==> config.mk <==
export PLATFORM = sky130hd
export DESIGN_NAME = afe_config
export DESIGN_NICKNAME = d
export VERILOG_FILES = /design/src/logic/afe_pkg.sv /design/src/logic/afe_config.sv
export VERILOG_INCLUDE_DIRS = /design/src /design/src/logic
export SDC_FILE = /design/constraint.sdc
export NUM_CORES = 1
export LEC_CHECK = 0
export BUFFER_PORTS_ARGS = -buffer_cell sky130_fd_sc_hd__buf_4
export CAP_MARGIN = 20
export CORE_MARGIN = 2
export CORE_UTILIZATION = 46
export CTS_BUF_LIST = sky130_fd_sc_hd__clkbuf_8
export DETAILED_ROUTE_END_ITERATION = 8
export PLACE_DENSITY = 0.88
export REMOVE_ABC_BUFFERS = 1
export SLEW_MARGIN = 10
export SYNTH_ARGS = -nofsm -noshare
export SYNTH_HDL_FRONTEND = slang
export SYNTH_SLANG_ARGS = --single-unit
==> constraint.sdc <==
create_clock -name clk -period 2.7 [get_ports clk]
set_input_delay 0.405 -clock clk [delete_from_list [all_inputs] [get_ports clk]]
set_output_delay 0.405 -clock clk [all_outputs]
set_load 0.1 [all_outputs]
==> src/logic/afe_params.svh <==
`ifndef AFE_PARAMS_SVH
`define AFE_PARAMS_SVH

// ----------------------------------------------------------------------------
// Register map
// ----------------------------------------------------------------------------
`define AFE_CFG_INDEX 10'h042
`define AFE_CFG_ADDR {`AFE_CFG_INDEX, 2'b00}
`define AFE_CFG_RESET 32'h0042_0000
`define AFE_CFG_WMASK 32'h3fff_000f

// ----------------------------------------------------------------------------
// Field positions
// ----------------------------------------------------------------------------
`define AFE_GAIN1_HI 29
`define AFE_GAIN1_LO 27
`define AFE_GAIN0_HI 26
`define AFE_GAIN0_LO 24
`define AFE_TRIM_HI 23
`define AFE_TRIM_LO 16
`define AFE_SRST_HI 3
`define AFE_SRST_LO 2
`define AFE_PDN_HI 1
`define AFE_PDN_LO 0

// ----------------------------------------------------------------------------
// Gain encodings
// ----------------------------------------------------------------------------
`define AFE_GC_X1 3'h0
`define AFE_GC_X2 3'h1
`define AFE_GC_X4 3'h2
`define AFE_GC_X8 3'h3
`define AFE_GC_X16 3'h4
`define AFE_GC_X32 3'h5
`define AFE_GV_X1 6'h01
`define AFE_GV_X2 6'h02
`define AFE_GV_X4 6'h04
`define AFE_GV_X8 6'h08
`define AFE_GV_X16 6'h10
`define AFE_GV_X32 6'h20

`define AFE_SAMPLE_W 24
`define AFE_SAMPLE_ZERO 24'h00_0000

`endif

==> src/logic/afe_pkg.sv <==
package afe_pkg;

  typedef logic [2:0] afe_gain_code_t;
  typedef logic [5:0] afe_gain_value_t;

  // One converter sample with its valid flag.
  typedef struct packed {
    logic valid;
    logic [23:0] data;
  } afe_sample_s;

  // Analog controls for one converter and its amplifier.
  typedef struct packed {
    afe_gain_value_t gain;
    logic bias_en;
    logic clk_en;
    logic digital_en;
    logic zero_out;
  } afe_ctrl_s;

endpackage : afe_pkg

==> src/logic/afe_config.sv <==
// Design decision made here: register access over APB.
`timescale 1ns/10ps
`include "afe_params.svh"

module afe_config (
  input wire logic clk,
  input wire logic nrst,
  input wire logic psel,
  input wire logic penable,
  input wire logic pwrite,
  input wire logic [11:0] paddr,
  input wire logic [31:0] pwdata,
  input wire logic [3:0] pstrb,
  output logic [31:0] prdata,
  output logic pready,
  output logic pslverr,
  input wire afe_pkg::afe_sample_s sample_in_ch0,
  input wire afe_pkg::afe_sample_s sample_in_ch1,
  output afe_pkg::afe_sample_s sample_out_ch0,
  output afe_pkg::afe_sample_s sample_out_ch1,
  output afe_pkg::afe_ctrl_s ctrl_ch0,
  output afe_pkg::afe_ctrl_s ctrl_ch1,
  output logic [7:0] reference_trim_code
);

  // --------------------------------------------------------------------------
  // Functions
  // --------------------------------------------------------------------------

  // Reserved codes fall through to unity gain so a stray write never
  // leaves the amplifier at an undefined setting.
  function automatic afe_pkg::afe_gain_value_t decode_gain(
    input afe_pkg::afe_gain_code_t code
  );
    afe_pkg::afe_gain_value_t v;
    v = `AFE_GV_X1;
    case (code)
      `AFE_GC_X1: v = `AFE_GV_X1;
      `AFE_GC_X2: v = `AFE_GV_X2;
      `AFE_GC_X4: v = `AFE_GV_X4;
      `AFE_GC_X8: v = `AFE_GV_X8;
      `AFE_GC_X16: v = `AFE_GV_X16;
      `AFE_GC_X32: v = `AFE_GV_X32;
      default: v = `AFE_GV_X1;
    endcase
    return v;
  endfunction : decode_gain

  function automatic afe_pkg::afe_ctrl_s build_ctrl(
    input afe_pkg::afe_gain_code_t code,
    input logic srst,
    input logic pdn
  );
    afe_pkg::afe_ctrl_s c;
    c.gain = decode_gain(code);
    c.bias_en = ~pdn;
    c.clk_en = ~pdn;
    c.digital_en = ~pdn;
    c.zero_out = srst;
    return c;
  endfunction : build_ctrl

  // Gated sample: silent while powered down, zero data while in soft reset.
  function automatic afe_pkg::afe_sample_s gate_sample(
    input afe_pkg::afe_sample_s s,
    input afe_pkg::afe_ctrl_s c
  );
    afe_pkg::afe_sample_s o;
    o.valid = s.valid & c.clk_en;
    o.data = c.zero_out ? `AFE_SAMPLE_ZERO : s.data;
    if (!c.digital_en) begin
      o.data = `AFE_SAMPLE_ZERO;
    end
    return o;
  endfunction : gate_sample

  // --------------------------------------------------------------------------
  // APB decode
  // --------------------------------------------------------------------------
  logic [31:0] cfg_q;
  logic [31:0] prdata_q;
  wire logic cfg_hit;
  wire logic setup_phase;
  wire logic access_phase;
  wire logic cfg_write;
  wire logic [31:0] byte_mask;
  wire logic [31:0] cfg_d;
  wire logic [31:0] rd_value;

  assign cfg_hit = (paddr == `AFE_CFG_ADDR);
  assign setup_phase = psel & ~penable;
  assign access_phase = psel & penable;
  assign cfg_write = access_phase & pwrite & cfg_hit;
  assign byte_mask = {{8{pstrb[3]}}, {8{pstrb[2]}}, {8{pstrb[1]}}, {8{pstrb[0]}}};

  // Only implemented bits take the write; the rest stay zero.
  assign cfg_d = (cfg_q & ~(byte_mask & `AFE_CFG_WMASK)) |
                 (pwdata & byte_mask & `AFE_CFG_WMASK);

  // Read data is captured in the setup cycle, so the access cycle never
  // waits and pready can stay high.
  assign rd_value = (cfg_hit && !pwrite) ? cfg_q : 32'h0000_0000;
  assign pready = 1'b1;
  assign pslverr = access_phase & ~cfg_hit;

  // --------------------------------------------------------------------------
  // Configuration word
  // --------------------------------------------------------------------------

  // The word changes only by reset or a bus write; nothing else enters soft reset
  // or power-down.
  always_ff @(posedge clk) begin
    if (!nrst) begin
      cfg_q <= `AFE_CFG_RESET;
    end else if (cfg_write) begin
      cfg_q <= cfg_d;
    end
  end

  always_ff @(posedge clk) begin
    if (!nrst) begin
      prdata_q <= 32'h0000_0000;
    end else if (setup_phase) begin
      prdata_q <= rd_value;
    end
  end

  assign prdata = prdata_q;

  // --------------------------------------------------------------------------
  // Field extraction
  // --------------------------------------------------------------------------
  wire afe_pkg::afe_gain_code_t gain_select_ch0;
  wire afe_pkg::afe_gain_code_t gain_select_ch1;
  wire logic [1:0] soft_reset;
  wire logic [1:0] power_down;

  assign gain_select_ch0 = cfg_q[`AFE_GAIN0_HI:`AFE_GAIN0_LO];
  assign gain_select_ch1 = cfg_q[`AFE_GAIN1_HI:`AFE_GAIN1_LO];
  assign soft_reset = cfg_q[`AFE_SRST_HI:`AFE_SRST_LO];
  assign power_down = cfg_q[`AFE_PDN_HI:`AFE_PDN_LO];
  assign reference_trim_code = cfg_q[`AFE_TRIM_HI:`AFE_TRIM_LO];

  // --------------------------------------------------------------------------
  // Converter controls
  // --------------------------------------------------------------------------

  // Controls are decoded combinationally from the stored word, so they change just after the
  // write edge; the gain passes through decode_gain and is not a flop output.
  assign ctrl_ch0 = build_ctrl(gain_select_ch0, soft_reset[0], power_down[0]);
  assign ctrl_ch1 = build_ctrl(gain_select_ch1, soft_reset[1], power_down[1]);

  // --------------------------------------------------------------------------
  // Sample path
  // --------------------------------------------------------------------------
  afe_pkg::afe_sample_s out0_q;
  afe_pkg::afe_sample_s out1_q;

  // Samples pass with one cycle of latency; the converter keeps running
  // in soft reset, only its result is masked.
  always_ff @(posedge clk) begin
    if (!nrst) begin
      out0_q <= '0;
      out1_q <= '0;
    end else begin
      out0_q <= gate_sample(sample_in_ch0, ctrl_ch0);
      out1_q <= gate_sample(sample_in_ch1, ctrl_ch1);
    end
  end

  assign sample_out_ch0 = out0_q;
  assign sample_out_ch1 = out1_q;

endmodule : afe_config

# Yosys cells after proc, flatten, opt, wreduce, memory -nomap -nowiden
# Cells that the tools add are included.
[totals]
regBits = 114
inputBits = 103
output_inout_bits = 112
word_cells = 40
[op_classes]
n_eq_ne = 11
mux = 3
n_bitwise = 16
n_reduce_logical = 4
[op_table]
columns = ["operator", "n"]
rows = [
  ["$pmux 6 s5", 2],
  ["$and 32x32->32", 1],
  ["$mux 32", 1],
  ["$not 30->32", 1],
  ["$or 32x30->32", 1],
  ["$and 30x30->30", 1],
  ["$eq 12x9->1 const B", 1],
  ["$eq 3x2->1 const B", 4],
  ["$eq 3x3->1 const B", 4],
  ["$and 1x1->1", 7],
  ["$eq 3x1->1 const B", 2],
  ["$reduce_or 3->1", 2],
  ["$not 1->1", 5],
  ["$logic_and 1x1->1", 1],
  ["$logic_not 1->1", 1],
]

# Longest topological paths before layout
[logic_depth]
ltp_word = 3
mapped_depth = 5
ltp_nobuf = 3

# Worst setup path before layout
# Ideal clock, no wire load.
[synth_path]
kind = "reg2out"
startpoint = "register with a tool-made name"
endpoint = "output port ctrl_ch1[8] in the netlist's numbering"
t_arrival_ps = 2749
required_ps = 2295
path_slack_ps = -454
path_stages_with_launch = 3
n_path_buf = 1
cell_sequence = "dfxtp_1 > clkbuf_1 > nor3b_1"
[synth_rtl]
columns = ["item", "line_no", "source"]
rows = [
  ["end: declaration", "afe_config.sv:22", "output afe_pkg::afe_ctrl_s ctrl_ch1,"],
]

# Worst setup path in the final report
[layout_path]
startpoint = "input port paddr[6]"
endpoint = "output port pslverr"
[layout_between]
elab_chain_cells = 3
[layout_lines]
columns = ["item", "line_no", "source"]
rows = [
  ["start: declaration", "afe_config.sv:11", "input wire logic [11:0] paddr,"],
  ["$eq 12x9->1 (no line)", "n/a", ""],
  ["$not 1->1", "afe_config.sv:104", "assign pslverr = access_phase & ~cfg_hit;"],
  ["$and 1x1->1", "afe_config.sv:104", ""],
  ["end: declaration", "afe_config.sv:16", "output logic pslverr,"],
]
# No other way between the ends.

==> results.json <==
{
  "timing.critical_path.fanout_max": 2,
  "post-layout-total-power_mw": 2.78,
  "timing.fmax_mhz": 470,
  "hold_class": "input pin to flip-flop",
  "worstReg2RegEnd": "sample_out_ch0[19]",
  "drtPass1Iterations": 4,
  "antenna_found_initial": 0,
  "route.detailed.wl_per_inst_um": 15.6,
  "final_util_pct": 71.3,
  "power.density_cell_area_mw_per_mm2": 603,
  "ys_seq_elements": 86,
  "gpl.final_weighted_congestion": 0.748,
  "final.setup_skew_ps": 9.01,
  "chipWidth_um": 86.3,
  "worst_slew_pin_slew_ps": 903,
  "yosysSeqAreaShare_pct": 55.3,
  "post_synth.cell_area_avg_um2": 10.8,
  "crit_path_end_kind": "primary output",
  "startpoint_type": "input pin",
  "postCtsSetupRepairBufs": 0,
  "grt_setup_unrepaired": "false",
  "routed_wl_um": 8440,
  "flow.area_growth_from_synthesis_pct": 47.8,
  "timing_hold_violations_final": 0,
  "slew_violations": 0,
  "crit_arrival_ps": 1720,
  "layout_common_cells": "sky130_fd_sc_hd__buf_4, sky130_fd_sc_hd__dfxtp_1, sky130_fd_sc_hd__and2_1",
  "core_region_area_mm2": 0.00646,
  "detail_route.vias_per_cell": 4.75,
  "number_of_buffers_inserted_by_port_buffering": 184,
  "die_area_mm2": 0.00745,
  "timing.reg2reg.worst_path_depth": 3,
  "route.antenna.remaining_nets": 0,
  "crit_type": "input pin to primary output",
  "worst_setup_path_endpoint": "pslverr",
  "dp.final_hpwl_um": 6530,
  "post_synth_instance_area_mm2": 0.00312,
  "critPathRequiredTime_ps": 2300,
  "grt_util_all_layers_pct": 22.9,
  "finalCriticalPeriod_ps": 2130,
  "clk_transition_reported_paths_ps": 100,
  "post_cts_resize_count": 0,
  "power.static_leakage_nw": 2.21,
  "cts_root_buf": "sky130_fd_sc_hd__clkbuf_8",
  "setup.reg_to_reg.worst_slack_ps": 1640,
  "n_antenna_cell": 0,
  "global_route_wire_length_before_repair_um": 12900,
  "first_iter_violations": 73,
  "die_height_um": 86.3,
  "ys_warn_count": 0,
  "setup_total_negative_slack_ps": 0,
  "top_level_ports": 215,
  "post_layout_nonfiller_instances": 540,
  "tritoncts_num_sinks": 86,
  "ir_drop_mv": 0.481,
  "setup-violations-final": 0,
  "unique_cell_type_count_in_the_yosys_netlist": 24,
  "cts_hold_buf": 0,
  "cts_buffer_depth": 2,
  "synth_cells": 288,
  "outcome": "complete, no violations",
  "htree_num_levels": 3,
  "globalRoute.totalOverflow": 0,
  "worstSkewPairLatency_ps": 360,
  "worst_hold_slack_ps": 241,
  "rows": 29,
  "via_count": 2567,
  "worstSetupStartpoint": "paddr[6]",
  "cap_violations": 0,
  "largest_net_degree_at_the_start_of_global_routing": 25,
  "initial_core_util_pct": 48.2,
  "place_inst": 523,
  "first_global_vias": 2585,
  "layout.nets": 561,
  "cts_made_buffers": 9,
  "route.detailed.drc": 0,
  "tritoncts": "built",
  "worst_slew_margin_rel_pct": 39.5,
  "share_of_layout_cells_above_drive_strength_1_pct": 46.4,
  "fin_crit_sh_pct": 78.8,
  "final_common_cell": "sky130_fd_sc_hd__buf_4"
}
## synth_stat cells, drive strengths merged
master	number	area (um2)
and3	2	12.5
nand4	3	18.8
inv	3	11.3
dfxtp	86	1720
clkbuf	13	48.8
and2	48	300
a22o	18	158
nor3	2	10.0
or4b	2	20.0
or4	1	7.51
conb	2	7.51
nor4	4	85.1
buf	33	249
nor3b	8	60.1
nor2b	4	25.0
or4bb	1	11.3
nand2	32	120
and3b	4	35.0
mux2i	18	180
a21o	2	15.0
o311a	1	11.3
a21boi	1	7.51
## kinds of logic (layout without fill, tap and decap cells)
group / after synthesis / in the layout / share of synthesized area (%)
mux: 18 / 18 / 5.78
compound gates: 22 / 22 / 6.14
other cells: 2 / 15 / 0.241
buf+inv: 49 / 211 / 9.92
flops: 86 / 86 / 55.3
simple gates: 111 / 111 / 22.7
## worst max-delay path, stage by stage
cell and delay, ps:
sky130_fd_sc_hd__buf_4 110, sky130_fd_sc_hd__or4b_1 550, sky130_fd_sc_hd__o311a_2 420, sky130_fd_sc_hd__buf_4 240
## power breakdown
part / leakage (nW) / internal [mW] / switching, mW
combinational: 1.42 / 0.160 / 0.467
clock: 0.0842 / 0.345 / 0.486
sequential: 0.707 / 1.31 / 0.0109
## how the worst min path moves through the flow
| stage | start | endpoint | slack [ps] | cells past startpoint |
|---|---|---|---|---|
| floorplan | flip-flop | flip-flop | 460 | 2 |
| global placement | flip-flop | flip-flop | 460 | 2 |
| detailed placement | prdata[26] | prdata[26] | 470 | 1 |
| CTS | sample_in_ch0[3] | sample_out_ch0[3] | 230 | 2 |
| global route | sample_in_ch0[3] | sample_out_ch0[3] | 210 | 2 |
| finish | sample_in_ch0[3] | sample_out_ch0[3] | 240 | 2 |
## through the flow
step	cell area (um2)	worst slack (ps)
after global placement	4420	580
after CTS	4600	567
after floorplan	2870	-353
final	4610	573
after detailed placement	4420	492
after global routing	4610	544
## routing by layer
layer | share of wire (%) | global-route usage, % | vias to the layer above
met4 | 2.5 | 8.95 | 0
met1 | 36 | 23.8 | 1184
li1 | - | - | 1245
met5 | 0 | 0 | -
met3 | 8.3 | 9.14 | 17
met2 | 54 | 41.4 | 121
## final cells by class
cell class | instances | area [um2]
clock buffer | 9 | 124
clock inverter | 7 | 56.3
fill | 482 | 1850
inverter | 3 | 11.3
multi-input combinational | 166 | 1140
sequential | 86 | 1720
tap | 77 | 96.3
timing repair buffer | 192 | 1450
Power figures use the tool's default switching activity.
